==> config.mk <==
export PLATFORM = sky130hd
export DESIGN_NAME = fsru_status_unit
export DESIGN_NICKNAME = d
export VERILOG_FILES = /design/src/verilog/fsru_pkg.sv /design/src/verilog/fsru_status_unit.sv /design/src/verilog/fsru_sync.sv /design/src/verilog/fsru_wsr_check.sv
export SDC_FILE = /design/constraint.sdc
export NUM_CORES = 1
export LEC_CHECK = 0
export ABC_AREA = 0
export BUFFER_PORTS_ARGS = -buffer_cell sky130_fd_sc_hd__buf_2
export CELL_PAD_IN_SITES_DETAIL_PLACEMENT = 1
export CELL_PAD_IN_SITES_GLOBAL_PLACEMENT = 1
export CORE_MARGIN = 2
export CORE_UTILIZATION = 47
export DETAILED_ROUTE_END_ITERATION = 8
export PLACE_DENSITY = 0.76
export SLEW_MARGIN = 20
export SYNTH_ARGS = -nofsm -noshare
export SYNTH_HDL_FRONTEND = slang
export SYNTH_SLANG_ARGS = --single-unit
==> constraint.sdc <==
create_clock -name mclk_i -period 2.5 [get_ports mclk_i]
set_input_delay 0.25 -clock mclk_i [delete_from_list [all_inputs] [get_ports mclk_i]]
set_output_delay 0.25 -clock mclk_i [all_outputs]
set_load 0.1 [all_outputs]
==> src/verilog/fsru_pkg.sv <==
/*
  Shared constants, state codes and carrier structs of the flash status
  register unit: opcodes, status bit positions, reset values and the
  signal bundles exchanged with the program, erase and OTP engines.
  Assumes nothing of its surroundings beyond a SystemVerilog compiler.
*/
package fsru_pkg;

  // Command opcodes decoded by this block
  localparam logic [7:0] FSRU_OPC_READ_STATUS = 8'h05;
  localparam logic [7:0] FSRU_OPC_WRITE_STATUS = 8'h01;

  // Serial framing
  localparam int FSRU_STATUS_BITS = 16;
  localparam logic [3:0] FSRU_LAST_STATUS_IDX = 4'hF;
  localparam logic [3:0] FSRU_FIRST_STATUS_IDX = 4'h0;
  localparam logic [2:0] FSRU_LAST_BYTE_BIT = 3'h7;
  localparam logic [2:0] FSRU_FIRST_BYTE_BIT = 3'h0;

  // Status byte one positions
  localparam int FSRU_B1_LOCK = 7;
  localparam int FSRU_B1_RSVD6 = 6;
  localparam int FSRU_B1_ERR = 5;
  localparam int FSRU_B1_MIRROR = 4;
  localparam int FSRU_B1_RSVD3 = 3;
  localparam int FSRU_B1_PROT = 2;
  localparam int FSRU_B1_LATCH = 1;
  localparam int FSRU_B1_BUSY = 0;
  // Status byte two positions
  localparam int FSRU_B2_RESET_COMMAND_ENABLE = 4;
  localparam int FSRU_B2_BUSY = 0;
  // Write-status data byte positions
  localparam int FSRU_WSR_LOCK = 7;
  localparam int FSRU_WSR_PROT = 2;

  // Reset values
  localparam logic FSRU_RST_LOCK = 1'b0;
  localparam logic FSRU_RST_PROT = 1'b0;
  localparam logic FSRU_RST_LATCH = 1'b0;
  localparam logic FSRU_RST_ERR = 1'b0;
  localparam logic FSRU_RST_RESET_COMMAND_ENABLE = 1'b0;
  // Synchroniser reset image: {cs_n, sck, si, wp_n}
  localparam logic [3:0] FSRU_PIN_RST = 4'h9;

  typedef enum logic [1:0] {
    FSRU_ST_OPCODE = 2'b00,
    FSRU_ST_READ = 2'b01,
    FSRU_ST_WSR = 2'b10,
    FSRU_ST_SKIP = 2'b11
  } fsru_state_t;

  // Signals from the command engines
  typedef struct packed {
    logic busy;       // Internal operation in progress
    logic op_done;    // Program or erase finished (pulse)
    logic op_fail;    // Valid with op_done: a byte failed
    logic wel_set;    // Write enable command accepted (pulse)
    logic wel_clr;    // Op completed or aborted after full opcode (pulse)
    logic hold_abort; // Hold condition aborted (pulse)
    logic reset_op;   // Reset command received (pulse)
    logic reset_command_enable_wr;    // Byte-two write accepted (pulse)
    logic reset_command_enable_val;   // Value for reset command enable
  } fsru_engine_in_t;

  // Status seen by the engines
  typedef struct packed {
    logic protection_lock;
    logic program_error_flag;
    logic protect_pin_mirror;
    logic array_protect;
    logic write_latch;
    logic busy_flag;
    logic reset_command_enable;
  } fsru_status_t;

  // Builds both status bytes, byte one in the upper half
  function automatic logic [15:0] fsru_pack_status(input fsru_status_t s);
    logic [7:0] b1;
    logic [7:0] b2;
    b1 = 8'h00;
    b2 = 8'h00;
    b1[FSRU_B1_LOCK] = s.protection_lock;
    b1[FSRU_B1_ERR] = s.program_error_flag;
    b1[FSRU_B1_MIRROR] = s.protect_pin_mirror;
    b1[FSRU_B1_PROT] = s.array_protect;
    b1[FSRU_B1_LATCH] = s.write_latch;
    b1[FSRU_B1_BUSY] = s.busy_flag;
    b2[FSRU_B2_RESET_COMMAND_ENABLE] = s.reset_command_enable;
    b2[FSRU_B2_BUSY] = s.busy_flag;
    return {b1, b2};
  endfunction : fsru_pack_status

endpackage : fsru_pkg

==> src/verilog/fsru_status_unit.sv <==
/*
  Status register unit of a serial flash: decodes read-status and
  write-status opcodes from the SPI pins, shifts both status bytes out,
  and keeps the lock, protect, error, latch and reset-enable bits.
  Assumes SPI pins are asynchronous and the serial clock runs well below
  a quarter of mclk_i; engines drive eng_i synchronously to mclk_i.
*/
// Overview of operation
// Opcode 05h starts status bits on output
// Two bytes MSB first, wrapping after byte two
// Every pass reloads live status values
// Status read accepted even while busy
// Chip select release ends read, floats output
// Byte one layout; bits six, three zero
// Write-status changes only bits seven, two
// Lock plus asserted pin freezes protect
// Unlocked protect changes freely; lock resets zero
// Asserted pin: lock only rises
// Error flag refreshed after every operation
// Aborted operations never set error flag
// Mirror bit shows protect pin level
// Protect bit refuses all array writes
// Cleared latch rejects writing commands
// Latch zero after power-up and reset
// Latch clears on listed completions, aborts
// Partial opcode aborts keep latch set
// Busy flag tracks internal operation
// Opcode 01h plus byte, applied at release
// Byte two: reset enable, busy copy
// Host sets latch before write-status
// Sample on rising, drive on falling
// Truncated write-status changes nothing, clears latch
`timescale 1ns/1ps
module fsru_status_unit
  import fsru_pkg::*;
(
  input wire logic mclk_i,
  input wire logic rst_i,
  input wire logic cs_n_i,
  input wire logic sck_i,
  input wire logic si_i,
  input wire logic wp_n_i,
  input wire fsru_engine_in_t eng_i,
  output logic so_o,
  output logic so_oe_o,
  output fsru_status_t status_o,
  output logic reset_taken_o
);

  logic [3:0] pins_sync;
  logic cs_n_s;
  logic sck_s;
  logic si_s;
  logic wp_n_s;
  logic sck_prev_reg;
  logic cs_n_prev_reg;
  logic sck_rise;
  logic sck_fall;
  logic cs_release;
  logic active;

  fsru_state_t state_reg;
  logic [2:0] bit_cnt_reg;
  logic [7:0] shift_in_reg;
  logic [7:0] opcode_next;
  logic [3:0] status_idx_reg;
  logic [15:0] status_shift_reg;
  logic [15:0] status_live;
  logic wsr_full_reg;
  logic [7:0] wsr_data_reg;

  logic lock_reg;
  logic prot_reg;
  logic latch_reg;
  logic err_reg;
  logic reset_command_enable_reg;
  logic mirror_reg;

  logic wsr_release;
  logic wsr_apply;
  logic chk_accept;
  logic chk_lock;
  logic chk_prot;
  logic reset_take;

  // Pins cross into mclk_i before any decoding
  fsru_sync #(
    .WIDTH(4),
    .RESET_VAL(FSRU_PIN_RST)
  ) u_sync (
    .mclk_i(mclk_i),
    .rst_i(rst_i),
    .async_i({cs_n_i, sck_i, si_i, wp_n_i}),
    .sync_o(pins_sync)
  );

  assign cs_n_s = pins_sync[3];
  assign sck_s = pins_sync[2];
  assign si_s = pins_sync[1];
  assign wp_n_s = pins_sync[0];

  // Edge history of synchronised pins
  always_ff @(posedge mclk_i or posedge rst_i) begin
    if (rst_i) begin
      sck_prev_reg <= FSRU_PIN_RST[2];
      cs_n_prev_reg <= FSRU_PIN_RST[3];
    end else begin
      sck_prev_reg <= sck_s;
      cs_n_prev_reg <= cs_n_s;
    end
  end

  // Serial clock edges only count inside a frame
  assign active = !cs_n_s;
  assign sck_rise = active && sck_s && !sck_prev_reg;
  assign sck_fall = active && !sck_s && sck_prev_reg;
  assign cs_release = cs_n_s && !cs_n_prev_reg;
  assign opcode_next = {shift_in_reg[6:0], si_s};

  // Frame sequencer: opcode bits, then read, write-status or skip
  always_ff @(posedge mclk_i or posedge rst_i) begin
    if (rst_i) begin
      state_reg <= FSRU_ST_OPCODE;
      bit_cnt_reg <= FSRU_FIRST_BYTE_BIT;
      shift_in_reg <= 8'h00;
    end else if (!active) begin
      state_reg <= FSRU_ST_OPCODE;
      bit_cnt_reg <= FSRU_FIRST_BYTE_BIT;
    end else if (sck_rise) begin
      bit_cnt_reg <= bit_cnt_reg + 3'h1;
      shift_in_reg <= opcode_next;
      if (state_reg == FSRU_ST_OPCODE && bit_cnt_reg == FSRU_LAST_BYTE_BIT) begin
        // Decoded regardless of busy, so polling works during operations
        case (opcode_next)
          FSRU_OPC_READ_STATUS: begin
            state_reg <= FSRU_ST_READ;
          end
          FSRU_OPC_WRITE_STATUS: begin
            state_reg <= FSRU_ST_WSR;
          end
          default: begin
            state_reg <= FSRU_ST_SKIP;
          end
        endcase
      end
    end
  end

  // Write-status data byte; extra bytes ignored, framing still tracked
  always_ff @(posedge mclk_i or posedge rst_i) begin
    if (rst_i) begin
      wsr_full_reg <= 1'b0;
      wsr_data_reg <= 8'h00;
    end else if (!active) begin
      wsr_full_reg <= 1'b0;
    end else if (sck_rise && state_reg == FSRU_ST_WSR && !wsr_full_reg &&
                 bit_cnt_reg == FSRU_LAST_BYTE_BIT) begin
      wsr_full_reg <= 1'b1;
      wsr_data_reg <= opcode_next;
    end
  end

  // Live status image; busy is not registered so polls see it at once
  assign status_o.protection_lock = lock_reg;
  assign status_o.program_error_flag = err_reg;
  assign status_o.protect_pin_mirror = mirror_reg;
  assign status_o.array_protect = prot_reg;
  assign status_o.write_latch = latch_reg;
  assign status_o.busy_flag = eng_i.busy;
  assign status_o.reset_command_enable = reset_command_enable_reg;
  assign status_live = fsru_pack_status(status_o);

  // Output shifter: reload at index zero so each pass is fresh
  always_ff @(posedge mclk_i or posedge rst_i) begin
    if (rst_i) begin
      status_idx_reg <= FSRU_FIRST_STATUS_IDX;
      status_shift_reg <= 16'h0000;
      so_o <= 1'b0;
    end else if (state_reg != FSRU_ST_READ) begin
      status_idx_reg <= FSRU_FIRST_STATUS_IDX;
    end else if (sck_fall) begin
      status_idx_reg <= status_idx_reg + 4'h1;
      if (status_idx_reg == FSRU_FIRST_STATUS_IDX) begin
        so_o <= status_live[FSRU_STATUS_BITS-1];
        status_shift_reg <= {status_live[14:0], 1'b0};
      end else begin
        so_o <= status_shift_reg[FSRU_STATUS_BITS-1];
        status_shift_reg <= {status_shift_reg[14:0], 1'b0};
      end
    end
  end

  // Driver enabled only in a read frame; release floats it
  assign so_oe_o = (state_reg == FSRU_ST_READ);

  // Write-status closes at chip select release
  assign wsr_release = cs_release && state_reg == FSRU_ST_WSR;
  assign wsr_apply = wsr_release && latch_reg && wsr_full_reg &&
                     bit_cnt_reg == FSRU_FIRST_BYTE_BIT && chk_accept;

  fsru_wsr_check u_wsr_check (
    .lock_i(lock_reg),
    .prot_i(prot_reg),
    .wp_asserted_i(!wp_n_s),
    .data_i(wsr_data_reg),
    .accept_o(chk_accept),
    .lock_next_o(chk_lock),
    .prot_next_o(chk_prot)
  );

  // Only lock and protect are writable by write-status
  always_ff @(posedge mclk_i or posedge rst_i) begin
    if (rst_i) begin
      lock_reg <= FSRU_RST_LOCK;
      prot_reg <= FSRU_RST_PROT;
    end else if (wsr_apply) begin
      lock_reg <= chk_lock;
      prot_reg <= chk_prot;
    end
  end

  // Pin mirror: one while the protect pin is released
  always_ff @(posedge mclk_i or posedge rst_i) begin
    if (rst_i) begin
      mirror_reg <= 1'b1;
    end else begin
      mirror_reg <= wp_n_s;
    end
  end

  // Error flag rewritten by each finished operation; aborts never report done
  always_ff @(posedge mclk_i or posedge rst_i) begin
    if (rst_i) begin
      err_reg <= FSRU_RST_ERR;
    end else if (eng_i.op_done) begin
      err_reg <= eng_i.op_fail;
    end
  end

  // Reset operation only honoured with reset command enabled
  assign reset_take = eng_i.reset_op && reset_command_enable_reg;
  assign reset_taken_o = reset_take;

  // Reset command enable survives reset operations
  always_ff @(posedge mclk_i or posedge rst_i) begin
    if (rst_i) begin
      reset_command_enable_reg <= FSRU_RST_RESET_COMMAND_ENABLE;
    end else if (eng_i.reset_command_enable_wr) begin
      reset_command_enable_reg <= eng_i.reset_command_enable_val;
    end
  end

  // Write latch; a set in the clear cycle wins so no enable is lost
  always_ff @(posedge mclk_i or posedge rst_i) begin
    if (rst_i) begin
      latch_reg <= FSRU_RST_LATCH;
    end else if (eng_i.wel_set) begin
      latch_reg <= 1'b1;
    end else if (wsr_release || eng_i.wel_clr || eng_i.hold_abort || reset_take) begin
      // Skip-state frames never clear: partial or unknown opcodes keep it
      latch_reg <= 1'b0;
    end
  end
endmodule : fsru_status_unit

==> src/verilog/fsru_sync.sv <==
/*
  Two-flop synchroniser bank for the serial pins.
  Assumes inputs are asynchronous to mclk_i; only stage two is read.
*/
`timescale 1ns/1ps
module fsru_sync #(
  parameter int WIDTH = 4,
  parameter logic [WIDTH-1:0] RESET_VAL = '0
) (
  input wire logic mclk_i,
  input wire logic rst_i,
  input wire logic [WIDTH-1:0] async_i,
  output logic [WIDTH-1:0] sync_o
);

  logic [WIDTH-1:0] meta_reg;

  // Metastability stages, reset to idle pin levels
  always_ff @(posedge mclk_i or posedge rst_i) begin
    if (rst_i) begin
      meta_reg <= RESET_VAL;
      sync_o <= RESET_VAL;
    end else begin
      meta_reg <= async_i;
      sync_o <= meta_reg;
    end
  end

endmodule : fsru_sync

==> src/verilog/fsru_wsr_check.sv <==
/*
  Decision logic for a write-status command: given the current lock and
  protect bits, the protect pin and the received byte, yields the next
  values and whether the command takes effect.
  Assumes the caller has already checked latch and byte framing.
*/
`timescale 1ns/1ps
module fsru_wsr_check
  import fsru_pkg::*;
(
  input wire logic lock_i,
  input wire logic prot_i,
  input wire logic wp_asserted_i,
  input wire logic [7:0] data_i,
  output logic accept_o,
  output logic lock_next_o,
  output logic prot_next_o
);

  logic want_lock;
  logic want_prot;

  // Lock may only rise while the pin is asserted; a clear attempt drops all
  always_comb begin
    want_lock = data_i[FSRU_WSR_LOCK];
    want_prot = data_i[FSRU_WSR_PROT];
    accept_o = !(wp_asserted_i && lock_i && !want_lock);
    lock_next_o = accept_o ? want_lock : lock_i;
    // Prior lock and pin decide, so a same-command lock cannot freeze protect
    if (accept_o && !(lock_i && wp_asserted_i)) begin
      prot_next_o = want_prot;
    end else begin
      prot_next_o = prot_i;
    end
  end

endmodule : fsru_wsr_check

Yosys cells after proc, flatten, opt, wreduce, memory -nomap -nowiden
Index checks and enable logic that the tools add are counted.

operators by class
  add/sub/neg operators = 2
  equal/unequal tests = 6
  mux-type cells = 14
  bitwise operators = 3
  reduce and logical (&&, ||, !) cells = 44

operator list
  cell                   number
  $logic_and A1 B1 Y1    18
  $mux W16               1
  $reduce_and A2 Y1      6
  $reduce_bool A2 Y1     5
  $logic_not A1 Y1       9
  $eq A8 B1 Y1 const B   1
  $eq A8 B3 Y1 const B   1
  $mux W4                2
  $mux W2                3
  $mux W3                2
  $mux W1                5
  $add A4 B1 Y4 const B  1
  $logic_not A4 Y1       1
  $pmux W2 S2            1
  $add A3 B1 Y3 const B  1
  $eq A3 B3 Y1 const B   1
  $logic_not A3 Y1       1
  $logic_or A1 B1 Y1     3
  $not A1 Y1             3
  $eq A2 B1 Y1 const B   1
  $eq A2 B2 Y1 const B   1
  $logic_not A2 Y1       1
  $ne A2 B1 Y1 const B   1

storage, ports and cells
  bits in registers = 58
  input bits = 15
  logic and storage cells = 87

Depth between registers and ports, before layout
  depth after elaboration = 8
  depth in mapped cells = 6
  depth with buffers taken out = 5

Cells and area by module
From an unflattened synthesis, not the netlist that was laid out.

second synthesis, totals
  cell total of the unflattened synthesis = 202
  area total of the unflattened synthesis = 2477.4 sq um

modules (own cells, without submodules)
  module            instances  cells an instance  area an instance (sq um)  sequential area each (sq um)
  fsru_status_unit  1          189                2234.6                    1228.7
  fsru_sync         1          9                  209.0                     205.2
  fsru_wsr_check    1          4                  33.8                      0.0

Worst setup path before layout
Ideal clock, no wire load.

  path kind = register to register
  start = reg status_idx_reg[0]
  end = reg status_shift_reg[5]
  arrival time = 1.734 ns
  setup slack = 0.639 ns
  stages on the path, launching flop included = 7
  path buffers = 1
  clock period less this slack = 1.861 ns
  path through = dfrtp_1 inv_1 ha_1 nor3b_4 buf_2 mux2_1 mux2_1

on the way
  longest elaborated chain between the ends = 2

ends and longest elaborated chain
  element                 line                     RTL
  start, declared         fsru_status_unit.sv:66   logic [3:0] status_idx_reg;
  start signal, assigned  fsru_status_unit.sv:182  status_idx_reg <= status_idx_reg + 4'h1;
  $logic_not A4 Y1        fsru_status_unit.sv:183  if (status_idx_reg == FSRU_FIRST_STATUS_IDX) begin
  $mux W16                fsru_status_unit.sv:183
  end signal, assigned    fsru_status_unit.sv:185  status_shift_reg <= {status_live[14:0], 1'b0};
  end signal, assigned    fsru_status_unit.sv:188  status_shift_reg <= {status_shift_reg[14:0], 1'b0};
  end, declared           fsru_status_unit.sv:67   logic [15:0] status_shift_reg;

Every way passes these cells.
A chain may end at the register's enable or synchronous reset.

Worst setup path in the final report
  start = reg status_idx_reg[0]
  end = reg so_o

on the way
  longest elaborated chain between the ends = 2

ends and longest elaborated chain
  element               line                     RTL
  $logic_not A4 Y1      fsru_status_unit.sv:183
  $mux W1               fsru_status_unit.sv:183
  end signal, assigned  fsru_status_unit.sv:184  so_o <= status_live[FSRU_STATUS_BITS-1];
  end signal, assigned  fsru_status_unit.sv:187  so_o <= status_shift_reg[FSRU_STATUS_BITS-1];
  end, declared         fsru_status_unit.sv:44   output logic so_o,

Every way passes these cells.

==> results.md <==
Detailed routing:
- Dividing the detail-routed wire length by the instance count gives 16.5 um.
- The detail route stage leaves a number of antenna-violating nets equal to 0.
- The detailed-router iteration count before antenna repair is 4.
- After detailed routing, the total wire length is 4050 um.
- After detailed routing, the number of remaining DRC violations is 0.
- The via count normalized by instance count is 5.31.
- The violation count after the first detailed-route iteration is 53.
- The vias after detailed routing is 1306.

Finish:
- The layout-stage area growth over the synthesis result is 12.6%.
- In the layout the commonest cells are sky130_fd_sc_hd__dfrtp_1, sky130_fd_sc_hd__mux2_1, sky130_fd_sc_hd__buf_2.
- The final layout net count is 211.
- The flip-flop count of the largest register, all copies and words added is 15.
- The count of inserted antenna diode cells is 0.
- Cells fill 53.9% of the core in the end.
- After routing the design area is 2510 um2.
- The share of post-route cells with drive strength above 1 is 27.1%.
- The library cell used most frequently in the layout, excluding fill and tap cells, is sky130_fd_sc_hd__dfrtp_1.

Power and ir drop:
- The overall power after layout is 1.79 mW.
- The share of power burned in combinational logic is 9.7%.
- The worst-case IR drop observed on VDD is 0.000438 V.
- Of the total power, the share spent switching nets is 24.3%.
- The power per standard cell area is 711 nW/um2.
- Per report_power, the clock group accounts for 37.6% of the total.
- In this run the power spent charging and discharging nets is 435 uW.
- The sequential share of power is 52.7%.
- The static leakage is 1.23 nW.
- The cell-internal power is 1.35 mW.

Clocking:
- The maximum clock insertion buffer count is 2.
- The clock tree root buffer cell is sky130_fd_sc_hd__clkbuf_8.
- The post-CTS setup buffer count is 0.
- The clock tree from TritonCTS is done.
- The number of H-tree levels is 2.
- In this run, CTS created clock tree buffers numbering 5.
- The latest clock arrival within the worst-skew pair is 0.30 ns.
- After clock tree synthesis, the clock-pin slew on the worst setup and hold paths is 0.09 ns.
- The number of cells upsized or downsized after cts is 0.
- The hold buffer count at cts is 0.
- For this design, the sink count on the clock tree is 51.

Synthesis:
- The count of mapped cells out of synthesis is 166.
- After synthesis, the netlist uses 37 different library cells.
- The share of the Yosys chip area taken by registers is 57.5%.
- During synthesis, Yosys emitted a total of 0 warnings.
- The number of flip-flops and latches in the synthesized netlist is 51.
- The total nets after synthesis is 186.
- The average size of a mapped cell is 13.4 um2.
- The synthesized area is 2230 um2.

Placed design:
- Input and output buffers added on the ports amount to 24.
- The HPWL after detailed placement is 2980 um.
- Routability-driven placement finished with a final weighted congestion of 0.735.
- The placed instances occupy a cell area of 2370 um2.

Worst setup path:
- The maximum cell stage delay along the critical path is 0.50 ns.
- The nature of the critical path startpoint is a flop.
- The setup slack on the worst flop-to-flop path is 0.51 ns.
- The critical path goes through inv_1 -> ha_1 -> nor3b_4 -> mux2_2 -> mux2_1.
- STA classifies the critical path endpoint as a flop.
- The largest individual stage delay along the critical path comes from the cell sky130_fd_sc_hd__nor3b_4.
- The required time of the critical path is 2.69 ns.
- On the critical path the largest part of the delay comes from multiplexers.
- The start-to-end type of the worst setup path is flop to flop.
- The data arrival time of the critical path is 2.18 ns.
- Together, buffers and inverters on the worst path number 1.
- The beginning of the worst register-to-register path is status_idx_reg[0].
- The biggest fanout along the worst timing path is 12.
- The count of cells along the worst register-to-register path is 5.
- The worst register-to-register path ends at so_o.

Timing:
- The worst path uses 79.6% of the clock period.
- The sum of negative setup slack is 0 ns.
- The final count of pins violating max slew was 0.
- Setup violations remaining at the end of the flow were counted as 0.
- The upper clock frequency limit is 502 MHz.
- Setup repair after global routing left no endpoint under its margin.
- The final worst hold slack is 0.0352 ns.
- Clock skew on the completed layout was measured at 0.00593 ns.
- Measured against its own limit, the worst slew margin works out to 44.9%.
- The transition at the pin with the smallest max-transition slack is 0.826 ns.
- The count of final hold-check violations was 0.
- The worst path in the final design needs a cycle of 1.99 ns, including I/O delays and setup.

GRT:
- The sum of overflow across all layers after global routing is 0.
- Entering global routing, the biggest net connects 50 pins.
- The global-route wire length before repair is 6950 um.
- The number of antenna violations at the first check in global routing is 0.
- The global routing usage summed across all routing layers is 17.4%.
- The via count of the first global-routing pass is 1398.

Hold path:
- Counting instances, the worst hold path has a depth of 1.
- The worst hold path begins at wp_n_i.
- The worst min-delay path category is input port to flop.
- The worst hold path terminates at u_sync.meta_reg[0].

Run:
- Max-cap violations in this run came to 0.

Floorplan:
- The floorplan step set the die height to 72.9 um.
- Measured along the x axis, the die boundary spans 72.9 um.
- The initial core utilization is 47.9%.
- For this design the top-level I/O count stands at 25.
- The number of rows created at floorplan is 25.
- The core area is 4660 um2.
- The area of the die is 5320 um2.

Run status:
- The flow ran to the end, and the final reports show no timing, DRC or antenna violations.
==> worst max-delay path by stage <==
stage                            from                    to  slack, ns  cells after the start
global route        status_idx_reg[0]  status_shift_reg[14]       0.36                      5
floorplan           status_idx_reg[0]   status_shift_reg[5]       0.64                      6
CTS                 status_idx_reg[0]                  so_o       0.49                      5
detailed placement  status_idx_reg[0]                  so_o       0.51                      5
finish              status_idx_reg[0]                  so_o       0.51                      5
global placement    status_idx_reg[0]                  so_o       0.60                      5
==> power groups by stage <==
stage | Clock (mW) | Combinational, mW | Sequential [mW]
6_report | 0.672 | 0.174 | 0.941
5_1_grt | 0.721 | 0.189 | 0.951
4_1_cts | 0.684 | 0.176 | 0.941
3_5_place_dp | 0 | 0.175 | 0.956
3_3_place_gp | 0 | 0.166 | 0.950
2_1_floorplan | 0 | 0.147 | 0.935
==> routing by layer <==
layer  vias to the layer above  GRT usage, %  wire length, um
met5                         -             0                0
met3                         6          3.31              104
met4                         0          6.17               59
li1                        612             -                -
met1                       666          22.5             1790
met2                        22          29.2             2090
==> kinds of logic after synthesis <==
logic type | count (synthesis) | share of synthesized area [%]
buffers and inverters | 22 | 5.72
DFF | 51 | 57.5
xor gates and xnor gates | 2 | 0.785
adders and majority gates | 5 | 2.80
and+or+nand+nor | 38 | 11.2
muxes | 38 | 18.9
AOI/OAI and AO/OA | 10 | 3.08
==> cells in the mapped netlist <==
| cell type | count | area (um2) |
|---|---|---|
| sky130_fd_sc_hd__dfrtp_1 | 45 | 1130 |
| sky130_fd_sc_hd__mux2_1 | 30 | 338 |
| sky130_fd_sc_hd__nor2b_1 | 11 | 68.8 |
| sky130_fd_sc_hd__inv_1 | 10 | 37.5 |
| sky130_fd_sc_hd__buf_4 | 7 | 52.6 |
| sky130_fd_sc_hd__dfstp_2 | 6 | 158 |
| sky130_fd_sc_hd__nor2_1 | 6 | 22.5 |
| sky130_fd_sc_hd__ha_1 | 5 | 62.6 |
| sky130_fd_sc_hd__mux2_2 | 4 | 45.0 |
| sky130_fd_sc_hd__mux2i_1 | 4 | 40.0 |
| sky130_fd_sc_hd__nand2_1 | 4 | 15.0 |
| sky130_fd_sc_hd__buf_2 | 3 | 15.0 |
| sky130_fd_sc_hd__a21oi_1 | 2 | 10.0 |
| sky130_fd_sc_hd__buf_6 | 2 | 22.5 |
| sky130_fd_sc_hd__nand4b_1 | 2 | 17.5 |
| sky130_fd_sc_hd__nor3_1 | 2 | 10.0 |
| sky130_fd_sc_hd__o31ai_1 | 2 | 15.0 |
| sky130_fd_sc_hd__xnor2_1 | 2 | 17.5 |
| sky130_fd_sc_hd__a211oi_1 | 1 | 7.51 |
| sky130_fd_sc_hd__a31o_2 | 1 | 8.76 |
| sky130_fd_sc_hd__a31oi_1 | 1 | 6.26 |
| sky130_fd_sc_hd__a41o_1 | 1 | 10.0 |
| sky130_fd_sc_hd__and2_1 | 1 | 6.26 |
| sky130_fd_sc_hd__and3_1 | 1 | 6.26 |
| sky130_fd_sc_hd__and4b_1 | 1 | 10.0 |
| sky130_fd_sc_hd__nand2b_1 | 1 | 6.26 |
| sky130_fd_sc_hd__nand3_1 | 1 | 5.00 |
| sky130_fd_sc_hd__nand3b_1 | 1 | 7.51 |
| sky130_fd_sc_hd__nand4bb_1 | 1 | 11.3 |
| sky130_fd_sc_hd__nor3b_1 | 1 | 7.51 |
| sky130_fd_sc_hd__nor3b_4 | 1 | 18.8 |
| sky130_fd_sc_hd__nor4b_1 | 1 | 8.76 |
| sky130_fd_sc_hd__nor4bb_1 | 1 | 10.0 |
| sky130_fd_sc_hd__o21ai_1 | 1 | 5.00 |
| sky130_fd_sc_hd__o22ai_1 | 1 | 6.26 |
| sky130_fd_sc_hd__or3_1 | 1 | 6.26 |
| sky130_fd_sc_hd__or3b_4 | 1 | 11.3 |
==> layout make-up <==
cell class / instances / area [um2]
tap: 54 / 67.6
timing repair buffer: 30 / 165
clock inverter: 3 / 67.6
sequential: 51 / 1280
clock buffer: 5 / 68.8
fill: 493 / 2150
multi-input combinational: 93 / 821
inverter: 10 / 38.8
==> stage by stage <==
step,std cells,worst slack [ns]
final,246,0.509
after detailed placement,238,0.515
after CTS,246,0.488
after global placement,238,0.599
after global routing,246,0.359
after floorplan,166,0.639
Note: power is estimated with default switching activity, not from simulation.
